## src/verilog/flags_pkg.sv

```systemverilog
// Summary of operation
// - instruction writes may target the flags register like any file register
// - bits updated by the flag logic ignore instruction write data
// - time-out and power-down flags ignore every write
// - clear-file on the register zeroes bank selects, sets zero, keeps the rest
// - bit clear, bit set, swap and move writes load arithmetic flags from the write data
// - in subtraction carry and digit carry mean no borrow
// - direct bank select pair picks bank 0 to 3, 00 to 11
// - indirect bank select set picks banks 2 and 3, clear picks 0 and 1
// - time-out set at power-up, watchdog clear, sleep; cleared by watchdog time-out
// - digit carry from bit 3 carry-out, carry from bit 7 carry-out
`default_nettype none
package flags_pkg;

   // ************************************************************
   // register map and field positions
   // ************************************************************
   localparam logic [11:0] FLAGS_INDEX     = 12'h183;
   localparam logic [13:0] FLAGS_ADDR      = {FLAGS_INDEX, 2'b00};
   localparam int          BIT_IND_BANK    = 7;
   localparam int          BIT_BANK_HI     = 6;
   localparam int          BIT_BANK_LO     = 5;
   localparam int          BIT_TIMEOUT     = 4;
   localparam int          BIT_POWERDOWN   = 3;
   localparam int          BIT_ZERO        = 2;
   localparam int          BIT_DIGIT_CARRY = 1;
   localparam int          BIT_CARRY       = 0;
   // arithmetic flags are undefined after power-on; hardware picks zero
   localparam logic [7:0]  FLAGS_RESET     = 8'h18;
   localparam logic [7:0]  HW_ONLY_MASK    = 8'h18;
   localparam logic [7:0]  ARITH_MASK      = 8'h07;
   localparam logic [7:0]  ZERO_MASK       = 8'h04;

   typedef enum logic [1:0] {
      ALU_NONE  = 2'b00,
      ALU_ADD   = 2'b01,
      ALU_SUB   = 2'b11,
      ALU_LOGIC = 2'b10
   } alu_kind_t;

endpackage
`default_nettype wire
```

## src/verilog/alu_status_register.sv

```systemverilog
`timescale 1ns/1ps
`default_nettype none
module alu_status_register
   import flags_pkg::*;
(
   input  wire logic                 ref_clk_i,
   input  wire logic                 rstn_i,
   // apb slave
   input  wire logic                 psel_i,
   input  wire logic                 penable_i,
   input  wire logic                 pwrite_i,
   input  wire logic [13:0]          paddr_i,
   input  wire logic [31:0]          pwdata_i,
   input  wire logic [3:0]           pstrb_i,
   output logic      [31:0]          prdata_o,
   output logic                      pready_o,
   output logic                      pslverr_o,
   // instruction destination write
   input  wire logic                 instr_wr_i,
   input  wire logic [7:0]           instr_wdata_i,
   // flag logic operation of the same instruction
   input  wire flags_pkg::alu_kind_t alu_kind_i,
   input  wire logic [7:0]           alu_a_i,
   input  wire logic [7:0]           alu_b_i,
   // reset-cause events, one-cycle pulses
   input  wire logic                 watchdog_clear_instr_i,
   input  wire logic                 sleep_instr_i,
   input  wire logic                 watchdog_timeout_i,
   // register contents and decoded bank selects
   output logic      [7:0]           processor_flags_o,
   output logic      [1:0]           direct_bank_o,
   output logic                      upper_half_sel_o
);
   import flags_pkg::*;

   // ************************************************************
   // reset release
   // ************************************************************
   // a raw release could reach the flops in different cycles; two stages make it one edge for all
   logic rst_meta_q;
   logic rst_meta_d;
   logic rst_n_q;
   logic rst_n_d;

   always_comb begin
      rst_meta_d = 1'b1;
      rst_n_d    = rst_meta_q;
   end

   always_ff @(posedge ref_clk_i or negedge rstn_i) begin
      if (!rstn_i) begin
         rst_meta_q <= 1'b0;
         rst_n_q    <= 1'b0;
      end else begin
         rst_meta_q <= rst_meta_d;
         rst_n_q    <= rst_n_d;
      end
   end

   // ************************************************************
   // flag logic
   // ************************************************************
   logic [7:0] alu_res;
   logic [7:0] alu_mask;
   logic       alu_digit_carry;
   logic       alu_carry_out;
   logic       carry_in;
   logic [4:0] low_sum;
   logic [8:0] full_sum;
   logic [7:0] addend;

   // the adder runs every cycle; alu_mask alone decides which flags it may touch
   always_comb begin
      carry_in        = (alu_kind_i == ALU_SUB);
      // subtraction adds the two's complement, so carry out means no borrow
      addend          = carry_in ? ~alu_b_i : alu_b_i;
      low_sum         = {1'b0, alu_a_i[3:0]} + {1'b0, addend[3:0]} + {4'h0, carry_in};
      full_sum        = {1'b0, alu_a_i} + {1'b0, addend} + {8'h00, carry_in};
      alu_digit_carry = low_sum[4];
      alu_carry_out   = full_sum[8];
      alu_res         = full_sum[7:0];

      case (alu_kind_i)
         ALU_ADD,
         ALU_SUB: begin
            alu_mask = ARITH_MASK;
         end
         // logic ops report zero on the operand path b
         ALU_LOGIC: begin
            alu_mask = ZERO_MASK;
            alu_res  = alu_b_i;
         end
         default: begin
            alu_mask = 8'h00;
         end
      endcase
   end

   // ************************************************************
   // apb access
   // ************************************************************
   // the single register sits at the byte address four times its index
   logic        hit;
   logic        access;
   logic        ack;
   logic        pready_q;
   logic        pready_d;
   logic        pslverr_q;
   logic        pslverr_d;
   logic [31:0] prdata_q;
   logic [31:0] prdata_d;
   logic        apb_wr;

   always_comb begin
      hit       = (paddr_i == FLAGS_ADDR);
      access    = psel_i && penable_i;
      // one wait state so that read data can come from a flop
      ack       = access && !pready_q;
      pready_d  = ack;
      pslverr_d = ack && !hit;
      prdata_d  = 32'h0000_0000;
      // a read sees the register as it stood in the wait state
      if (ack && hit && !pwrite_i) begin
         prdata_d = {24'h000000, processor_flags_o};
      end
      // the write lands on the edge at which the master sees ready; only the low lane exists
      apb_wr    = access && pready_q && pwrite_i && hit && pstrb_i[0];
   end

   // ready, error and read data each stand for one cycle only
   always_ff @(posedge ref_clk_i or negedge rst_n_q) begin
      if (!rst_n_q) begin
         pready_q  <= 1'b0;
         pslverr_q <= 1'b0;
         prdata_q  <= 32'h0000_0000;
      end else begin
         pready_q  <= pready_d;
         pslverr_q <= pslverr_d;
         prdata_q  <= prdata_d;
      end
   end

   assign pready_o  = pready_q;
   assign pslverr_o = pslverr_q;
   assign prdata_o  = prdata_q;

   // ************************************************************
   // flags register
   // ************************************************************
   logic [7:0] flags_q;
   logic [7:0] flags_d;
   logic [7:0] lock_mask;
   logic [7:0] wr_mask;
   logic [7:0] merged;
   logic       timeout_d;
   logic       powerdown_d;

   always_comb begin
      // any op that touches an arithmetic flag locks all three against the write data
      lock_mask = HW_ONLY_MASK;
      if (alu_mask != 8'h00) begin
         lock_mask = HW_ONLY_MASK | ARITH_MASK;
      end
      wr_mask = 8'h00;
      if (instr_wr_i) begin
         wr_mask = ~lock_mask;
      end
      // software write is applied first; the core's instruction write wins bitwise
      merged = flags_q;
      if (apb_wr) begin
         merged = (flags_q & HW_ONLY_MASK) | (pwdata_i[7:0] & ~HW_ONLY_MASK);
      end
      merged = (merged & ~wr_mask) | (instr_wdata_i & wr_mask);
      // flag logic overrides both writers on the bits that the op owns
      if (alu_mask[BIT_ZERO]) begin
         merged[BIT_ZERO] = (alu_res == 8'h00);
      end
      if (alu_mask[BIT_CARRY]) begin
         merged[BIT_DIGIT_CARRY] = alu_digit_carry;
         merged[BIT_CARRY]       = alu_carry_out;
      end

      // reset-cause flags move only on their own events
      timeout_d   = flags_q[BIT_TIMEOUT];
      powerdown_d = flags_q[BIT_POWERDOWN];
      if (watchdog_clear_instr_i || sleep_instr_i) begin
         timeout_d = 1'b1;
      end
      // a same-cycle time-out wins, so the watchdog event is never lost
      if (watchdog_timeout_i) begin
         timeout_d = 1'b0;
      end
      if (watchdog_clear_instr_i) begin
         powerdown_d = 1'b1;
      end
      // entering sleep must leave its mark even if a clear collides with it
      if (sleep_instr_i) begin
         powerdown_d = 1'b0;
      end
      flags_d                = merged;
      flags_d[BIT_TIMEOUT]   = timeout_d;
      flags_d[BIT_POWERDOWN] = powerdown_d;
   end

   // arithmetic flags come out of reset as zero: a defined start costs nothing
   always_ff @(posedge ref_clk_i or negedge rst_n_q) begin
      if (!rst_n_q) begin
         flags_q <= FLAGS_RESET;
      end else begin
         flags_q <= flags_d;
      end
   end

   // ************************************************************
   // outputs, all taken straight from the register
   // ************************************************************
   // the bank selects feed address decode directly, so they are not registered again
   assign processor_flags_o = flags_q;
   assign direct_bank_o     = flags_q[BIT_BANK_HI:BIT_BANK_LO];
   assign upper_half_sel_o  = flags_q[BIT_IND_BANK];

endmodule
`default_nettype wire

```

## config.mk

```make
export PLATFORM = sky130hd
export DESIGN_NAME = alu_status_register
export DESIGN_NICKNAME = d
export VERILOG_FILES = /design/src/verilog/flags_pkg.sv /design/src/verilog/alu_status_register.sv
export SDC_FILE = /design/constraint.sdc
export NUM_CORES = 1
export LEC_CHECK = 0
export BUFFER_PORTS_ARGS = -buffer_cell sky130_fd_sc_hd__clkbuf_2
export CAP_MARGIN = 20
export CORE_ASPECT_RATIO = 1.75
export CORE_MARGIN = 2
export CORE_UTILIZATION = 41
export DETAILED_ROUTE_END_ITERATION = 7
export GPL_TIMING_DRIVEN = 1
export PLACE_DENSITY = 0.85
export SYNTH_ARGS = -nofsm -noshare
export SYNTH_HDL_FRONTEND = slang
export SYNTH_SLANG_ARGS = --single-unit
```

## constraint.sdc

```tcl
create_clock -name ref_clk_i -period 1.15 [get_ports ref_clk_i]
set_input_delay 0.1725 -clock ref_clk_i [delete_from_list [all_inputs] [get_ports ref_clk_i]]
set_output_delay 0.1725 -clock ref_clk_i [all_outputs]
set_load 0.01 [all_outputs]
```

==> results.toml, run 1 <==
[placement]
hpwl_um = 3122
dpl_cell_area_um2 = 2056
routabilityCongestion = 0.8576
numPortBuffers = 74

[layout]
nets = 356
antenna-diode-count = 0
drive_above_1_share_pct = 53.46
fin_area_um2 = 2298
final_util_pct = 64.64
nFillCells = 316
syn2layout_area_growth_pct = 53.08

[logic_synthesis]
synth_common_cells = "buf_4 (27), dfrtp_1 (18), nand2_1 (12), nor2_1 (11), xnor2_1 (11)"
yosysMostFrequentCell = "buf_4"
synth-edff-count = 0
synth_ff_type = "dfrtp_1"
synth_area_leader_cell = "dfrtp_1"
ys_seq_elements = 20
seq_area_frac_synth_pct = 33.50
synthArstFlopShare_pct = 100.0
yosysWarnings = 0
netlist_instances = 161
syn_area_um2 = 1501
synth_top_cell_area_share_pct = 30.00
synth_area_leaders = "dfrtp_1 (30%), buf_4 (14%), ha_1 (7.5%)"
synth_cell_type_count = 38
syn-mean-instance-area_um2 = 9.326

[route]
first_pass_iters = 4
route.detailed.drc = 0
vias = 1438
ant_nets = 0
wl_um = 3888
drtIter0Drc = 7
wire_per_inst_um = 12.71
routed_via_density = 4.699

[setup_path]
crit_arrival_ps = 1890
critPathCaptureType = "flop"
critPathLaunchType = "input port"
reg2reg_from = "pready_o$_DFF_PN0_"
critPathMaxStageDelay_ps = 290
path_class = "in2reg"
cp_slowest_cell = "nor4_1"
worstSetupStartpoint = "alu_kind_i[1]"
crit_required_ps = 1340
worst-r2r-cell-count = 5
path_cells = "clkbuf_16, nand2_8, xnor2_4, ha_4, o21a_1, o22a_1, nor3_1, a31oi_1, nor4_1, a211o_1"
crit_fanout = 6

[global_routing]
grt_pass1_wl_um = 6113
antenna_found_initial = 0
overflow = 0
track_usage_pct = 18.82
grt_max_degree = 19
grt_pass1_vias = 1404

[floorplan]
die_width_um = 49.75
start_util_pct = 42.22
fp.dieH_um = 84.05
die_area_um2 = 4181
coreArea_um2 = 3556
rows = 29
ios = 130

[timing]
fin_crit_sh_pct = 147.6
fmax_mhz = 589.0
fin_ws_ps = -547.8
setup_tns_ps = -2535
setup_viol = 14
grt_setup_unrepaired = "true"
slew_viol_final = 0
layout_min_cycle_time_ps = 1698
finalHoldViolCount = 0
finClkSkew_ps = 0.6529
holdWs_ps = 27.94

[clocking]
clk_latency_ps = 250
cts_tree = "built"
clock_path_buffers = 2
cts.sinks = 20
cts-htree-levels = 1
clkTransAtPathRegs_ps = 70
cts-buffers-inserted = 3
cts-root-buf = "clkbuf_8"

[flow_run]
drv_cap = 0

[outcome]
violations = "setup timing"
run_status = "complete, but fails checks"

[hold_path]
hp-start = "watchdog_timeout_i"
min_path_cells = 2
hold_class = "in2reg"

[pwr]
p_leak_nw = 1.204
p_per_area_nw_per_um2 = 900.1
ir_worst_vdd_mv = 0.7085
layout by cell type, fill, tap and decap left out, types with 3 or more instances in the layout:
| cell | n |
|---|---|
| a211o_1 | 3 |
| a21oi_1 | 4 |
| a21oi_2 | 3 |
| and2_4 | 6 |
| buf_4 | 23 |
| buf_6 | 4 |
| clkbuf_2 | 71 |
| clkbuf_8 | 4 |
| conb_1 | 25 |
| dfrtp_1 | 18 |
| ha_1 | 6 |
| mux2i_1 | 6 |
| nand2_1 | 10 |
| nor2_1 | 11 |
| o21ai_0 | 3 |
| o21ai_1 | 4 |
| xnor2_1 | 7 |
| xnor2_2 | 3 |
critical path, delay by kind of cell:
kind	cells	cell delay, ps
buffers and inverters	1	120
AO/OA/AOI/OAI	4	620
AND/OR/NAND/NOR	3	540
XOR/XNOR	1	210
adder cells (fa/ha/maj)	1	220
where the power goes:
| part | switching, mW | internal (mW) |
|---|---|---|
| combinational | 0.390 | 0.396 |
| clock | 0.210 | 0.304 |
| sequential | 0.0275 | 0.742 |
cells by family (layout without fill, tap and decap cells):
| logic type | Yosys count | after routing | synth area share (%) |
|---|---|---|---|
| compound gates | 29 | 29 | 12.25 |
| xor+xnor | 12 | 12 | 7.000 |
| fa+ha+maj | 10 | 10 | 8.834 |
| buf+inv | 33 | 109 | 15.00 |
| flops | 20 | 20 | 33.50 |
| mux | 6 | 6 | 4.000 |
| other cells | 2 | 25 | 0.5002 |
| simple gates | 49 | 49 | 18.92 |
path summary, 6_finish.rpt:
| check | to | slack (ps) |
|---|---|---|
| max in group asynchronous | processor_flags_o[3]$_DFFE_PN1P_ | 680 |
| min | processor_flags_o[4]$_DFFE_PN1P_ | 30 |
| max reg2reg | flop | -280 |
| min reg2reg | pready_o$_DFF_PN0_ | 210 |
| max | flop | -550 |
| min in group asynchronous | pready_o$_DFF_PN0_ | 210 |
per-layer routing:
metal	share of wire (%)	routed length (µm)	up-vias	GRT usage (%)
li1	-	-	705	-
met1	32	1260	671	17.95
met2	62	2397	58	37.70
met3	4.6	178	4	1.971
met4	1.3	51	0	8.586
met5	0	0	-	0
repair_timing:
item / 4_1_cts / 5_1_grt
resized for setup: 16 / 22
setup endpoints to repair: 14 / 15
hold buffers: 1 / 0
hold endpoints to repair: 2 / 0
cloned: 0 / 0
buffers inserted: 2 / 2
pin swaps: 11 / 16
metrics by stage:
step	total power [mW]	setup WS [ps]	cells
finish	2.069	-547.8	306
global placement	1.477	-833.4	300
floorplan	1.265	-683.9	184
global route	2.196	-617.8	306
detailed placement	1.491	-852.2	300
CTS	2.035	-514.6	307
area by class of cell:
| class | instances | area (µm²) | share of cell area [%] |
|---|---|---|---|
| well taps | 46 | 57.56 | 2.504 |
| clock buffers | 4 | 55.05 | 2.395 |
| repair buffers | 102 | 648.1 | 28.20 |
| flip-flops and latches | 20 | 503.0 | 21.88 |
| multi-input cells | 131 | 1023 | 44.53 |
| inverters | 3 | 11.26 | 0.4899 |
No activity file was read; power rests on OpenSTA's default activity.
==> run 2: changes to the inputs <==
--- a/config.mk
+++ b/config.mk
@@ -13,4 +13,5 @@
 export DETAILED_ROUTE_END_ITERATION = 7
 export GPL_TIMING_DRIVEN = 1
+export MAX_ROUTING_LAYER = met4
 export PLACE_DENSITY = 0.85
 export SYNTH_ARGS = -nofsm -noshare
==> constraint.sdc (replaced) <==
create_clock -name ref_clk_i -period 1.15 [get_ports ref_clk_i]
set_input_delay 0.1725 -clock ref_clk_i [delete_from_list [all_inputs] [get_ports ref_clk_i]]
set_output_delay 0.1725 -clock ref_clk_i [all_outputs]
set_load 0.005 [all_outputs]
==> run 2 against run 1 <==
  * The flow still finishes with violations (setup timing)
  * Sequential share of layout area increased by 0.57 points
  * First-iteration DRC count increased to 3.0 times the previous value
  * Sequential power about the same
  * Final area fell by 2.6%
  * Clock power is 9.5% lower
  * Die area unchanged
  * Register-to-register slack worse by 40 ps
  * Total power decreased by 3.6%
  * Critical path depth is the same
  * Via count increased by 0.35%
==> results.toml, run 2 (synthesis results as in run 1) <==
[timing]
slew_viol_final = 0
finClkSkew_ps = 4.835
holdWs_ps = 49.76
setup_viol = 7
fin_crit_sh_pct = 145.8
fmax_mhz = 596.3
layout_min_cycle_time_ps = 1677
finalHoldViolCount = 0
grt_setup_unrepaired = "true"
fin_ws_ps = -527.0

[route]
vias = 1443
wl_um = 3865
first_pass_iters = 4
route.detailed.drc = 0
routed_via_density = 4.700
ant_nets = 0
drtIter0Drc = 21
wire_per_inst_um = 12.59

[floorplan]
die_area_um2 = 4181
ios = 130
die_width_um = 49.75
fp.dieH_um = 84.05
rows = 29
start_util_pct = 42.22
coreArea_um2 = 3556

[placement]
routabilityCongestion = 0.8759
post-place-ws_ps = -867.6
numPortBuffers = 74
hpwl_um = 3314
dp_cells = 301

[setup_path]
reg2reg_from = "pready_o$_DFF_PN0_"
reg2reg_slack_ps = -320
worst-r2r-cell-count = 5
path_cells = "clkbuf_16, nand2_8, xnor2_2, ha_1, o21a_1, o22a_2, a21oi_2, xnor2_1, nor4_1, a211o_1"
critPathCaptureType = "flop"
worstSetupStartpoint = "alu_kind_i[0]"
critical_path.top_delay_family = "compound AO/OA/AOI/OAI gates"
crit_buf_inv = 1
cp_slowest_cell = "nor4_1"
critPathLaunchType = "input port"
crit_arrival_ps = 1870
crit_fanout = 6
crit_required_ps = 1340
path_class = "in2reg"
cp.depth = 10
critPathMaxStageDelay_ps = 290

[pwr]
ir_worst_vdd_mv = 0.5764
power.total_mw = 1.994
p_per_area_nw_per_um2 = 890.2
p_leak_nw = 1.188

[global_routing]
track_usage_pct = 20.43
overflow = 0
antenna_found_initial = 0
grt_max_degree = 19
grt_pass1_vias = 1523
grt_pass1_wl_um = 6465

[hold_path]
hold_class = "in2reg"

[layout]
nFillCells = 318
seq_area_um2 = 503.0
syn2layout_area_growth_pct = 49.17
fin_cells = 307
antenna-diode-count = 0
final_util_pct = 62.98
final_common_cell = "clkbuf_2"
final_cell_mix = "clkbuf_2 (72), conb_1 (25), buf_4 (25), dfrtp_1 (18), nor2_1 (11)"
nets = 357
drive_above_1_share_pct = 50.96
multi_input_area_um2 = 980.9

[flow_run]
drv_cap = 0

[clocking]
clk_latency_ps = 250
cts_tree = "built"
clock_path_buffers = 2
cts-htree-levels = 1
clkTransAtPathRegs_ps = 70
cts-buffers-inserted = 3
cts.sinks = 20
cts-root-buf = "clkbuf_8"

[outcome]
run_status = "complete, but fails checks"
violations = "setup timing"
==> run 2: cell types whose count changed in the layout (fill, tap and decap cells not counted), moves of 2 or more <==
| cell | change |
|---|---|
| ha_1 | +2 |
| buf_4 | +2 |
| ha_4 | -2 |
| and2_1 | +5 |
| and2_4 | -5 |
==> run 2: area by class of cell <==
| cell class | count | share of cell area (%) |
|---|---|---|
| well taps | 46 | 2.570 |
| flip-flops and latches | 20 | 22.46 |
| clock buffers | 4 | 2.011 |
| inverters | 3 | 0.5028 |
| multi-input cells | 131 | 43.80 |
| repair buffers | 103 | 28.66 |
==> run 2: worst min-delay path by stage <==
stage / start / end / slack [ps] / cells past startpoint
after global placement: rstn_i / rst_n_q$_DFF_PN0_ / -40 / 1
after detailed placement: rstn_i / rst_n_q$_DFF_PN0_ / -40 / 1
after CTS: watchdog_timeout_i / processor_flags_o[4]$_DFFE_PN1P_ / 40 / 2
after global routing: watchdog_timeout_i / processor_flags_o[4]$_DFFE_PN1P_ / 50 / 2
after floorplan: rstn_i / rst_meta_q$_DFF_PN0_ / -120 / 0
final: watchdog_timeout_i / processor_flags_o[4]$_DFFE_PN1P_ / 50 / 2
==> run 2: per-layer routing <==
| metal | vias to the layer above | wire, µm | GRT usage (%) |
|---|---|---|---|
| li1 | 703 | - | - |
| met1 | 663 | 1231 | 18.02 |
| met2 | 65 | 2247 | 39.52 |
| met3 | 12 | 214 | 2.688 |
| met4 | 0 | 171 | 11.11 |
| met5 | - | 0 | - |
==> run 2: worst reg2reg max path: stages, from the launching register on <==
cell and delay [ps]:
dfrtp_1 380, nand3_2 100, nor3_4 270, mux2i_1 210, o21ai_0 100, a211o_1 300
==> run 2: through the flow <==
stage | setup TNS [ps] | cell area, µm²
after floorplan | -1983 | 1669
after global placement | -4818 | 2063
after detailed placement | -5182 | 2063
after CTS | -1675 | 2191
after global routing | -2313 | 2240
final | -1631 | 2240
==> run 2: report_power, final <==
| group | switching [mW] | total, mW | internal [mW] | leakage [nW] |
|---|---|---|---|---|
| clock network | 0.219 | 0.465 | 0.246 | 0.0228 |
| registers | 0.0275 | 0.769 | 0.742 | 0.257 |
| logic | 0.361 | 0.759 | 0.398 | 0.908 |
| total | 0.607 | 1.99 | 1.39 | 1.19 |
==> run 2: repair_timing <==
item,in CTS,in global routing
endpoints found under the setup margin,6,14
endpoints found under the hold margin,2,0
pin swaps,11,8
setup buffers,2,0
gates resized for setup,14,11
hold buffers,1,0
==> run 3: changes to the inputs <==
Settings changed: GPL_TIMING_DRIVEN 1 to 0.
==> run 3 against run 2 <==
  * The flow still finishes with violations (setup timing)
  * Total power up 3.1%
  * Largest cell class unchanged
  * Final cell count up 2.6%
  * Combinational power up 1%
  * Sequential share of layout area down 0.91 points
  * Die area unchanged
  * Count of clock-buffer cells in the layout unchanged
  * Wire length up 1.3%
  * Clock power up 9.2%
  * Sequential cell count unchanged
  * Maximum frequency up 0.47%
==> results.toml, run 3 (synthesis results as in run 1) <==
[floorplan]
start_util_pct = 42.22
die_width_um = 49.75
rows = 29
ios = 130
coreArea_um2 = 3556
die_area_um2 = 4181
fp.dieH_um = 84.05

[clocking]
cts-htree-levels = 1
cts-root-buf = "clkbuf_8"
clkTransAtPathRegs_ps = 70
cts_tree = "built"
clock_path_buffers = 2
clk_latency_ps = 250
cts.sinks = 20
cts-buffers-inserted = 3

[setup_path]
crit_required_ps = 1290
cp_slowest_cell = "a211o_1"
critical_path.top_delay_family = "compound AO/OA/AOI/OAI gates"
crit_arrival_ps = 1810
critPathCaptureType = "flop"
path_cells = "clkbuf_16, nand2_8, xnor2_4, ha_4, a211o_1, o22a_1, a21oi_2, xnor2_1, nor4_1, a211o_1"
path_class = "in2reg"
cp_common_cell = "a211o_1"
crit_fanout = 7
crit_buf_inv = 1
cp.depth = 10
critPathMaxStageDelay_ps = 260
critPathLaunchType = "input port"
worst-r2r-cell-count = 5

[timing]
finalHoldViolCount = 0
grt_setup_unrepaired = "true"
slew_headroom_pct = 54.33
tightest_slew_ps = 685.1
fmax_mhz = 599.1
layout_min_cycle_time_ps = 1669
fin_ws_ps = -519.1
slew_viol_final = 0
setup_viol = 9
finClkSkew_ps = 4.092
fin_crit_sh_pct = 145.1

[route]
routed_via_density = 4.632
ant_nets = 0
drtIter0Drc = 25
first_pass_iters = 4
vias = 1459
wl_um = 3915
route.detailed.drc = 0
wire_per_inst_um = 12.43

[placement]
dpl_cell_area_um2 = 2087
hpwl_um = 3013
routabilityCongestion = 0.8006
numPortBuffers = 72
dp_cells = 302

[global_routing]
overflow = 0
track_usage_pct = 18.77
grt_max_degree = 19
grt_pass1_wl_um = 6058
grt_pass1_vias = 1483
antenna_found_initial = 0

[layout]
nFillCells = 294
final_util_pct = 65.66
final_common_cell = "clkbuf_2"
antenna-diode-count = 0
fin_area_um2 = 2335
fin_cells = 315
syn2layout_area_growth_pct = 55.50
nets = 365
drive_above_1_share_pct = 51.67
final_cell_mix = "clkbuf_2 (71), buf_4 (32), conb_1 (25), dfrtp_1 (18)"

[pwr]
ir_worst_vdd_mv = 0.6229
p_per_area_nw_per_um2 = 880.6
p_leak_nw = 1.241

[outcome]
violations = "setup timing"
run_status = "complete, but fails checks"

[flow_run]
drv_cap = 0

[hold_path]
hold_class = "in2reg"
min_path_cells = 2
run 3: cell count changes in the layout (fill, tap and decap cells not counted), sizes merged:
| cell | before | now |
|---|---|---|
| buf | 28 | 36 |
run 3: area by class of cell:
class | instances | area (µm²) | area share, %
flip-flops and latches | 20 | 503.0 | 21.54
well taps | 46 | 57.56 | 2.465
inverters | 3 | 11.26 | 0.4823
repair buffers | 81 | 461.7 | 19.77
plain buffers | 30 | 236.5 | 10.13
clock buffers | 4 | 55.05 | 2.358
multi-input cells | 131 | 1010 | 43.25
run 3: metal layers:
layer	track usage, %	share of wire, %	wire (µm)
met1	16.36	33	1289
met2	38.79	60	2365
met3	2.151	6.0	236
met4	5.808	0.59	23
met5	-	0	0
run 3: worst paths after layout:
path,start,endpoint,slack (ps)
setup / recovery,alu_kind_i[0],flop,-520
setup reg to reg,pready_o$_DFF_PN0_,flop,-380
min in group asynchronous,rstn_i,rst_meta_q$_DFF_PN0_,250
hold / removal,watchdog_timeout_i,processor_flags_o[4]$_DFFE_PN1P_,40
hold reg to reg,rst_n_q$_DFF_PN0_,pready_o$_DFF_PN0_,290
max in group asynchronous,rst_n_q$_DFF_PN0_,asynchronous set/reset pin,430
run 3: repair_timing:
action                                  in CTS  in global routing
setup buffers                                7                  1
hold endpoints to repair                     2                  0
endpoints found under the setup margin      14                 14
resized for setup                           14                 10
pin swaps                                   16                  6
hold buffers                                 1                  0
gates cloned                                 0                  0
run 3: metrics by stage:
step	worst slack, ps	hold slack [ps]	power, mW	TNS [ps]
after floorplan	-683.9	-123.1	1.230	-1983
after global placement	-913.3	-34.19	1.425	-5954
after detailed placement	-892.8	-34.73	1.445	-6356
after CTS	-522.4	32.02	2.004	-1830
after global routing	-642.5	30.97	2.189	-2996
final	-519.1	36.63	2.056	-1929
run 3: report_power, final:
part | internal (mW) | switching, mW | leakage (nW) | total [mW]
logic | 0.407 | 0.360 | 0.955 | 0.767
registers | 0.742 | 0.0386 | 0.257 | 0.780
clock network | 0.304 | 0.205 | 0.0288 | 0.508
total | 1.45 | 0.604 | 1.24 | 2.06
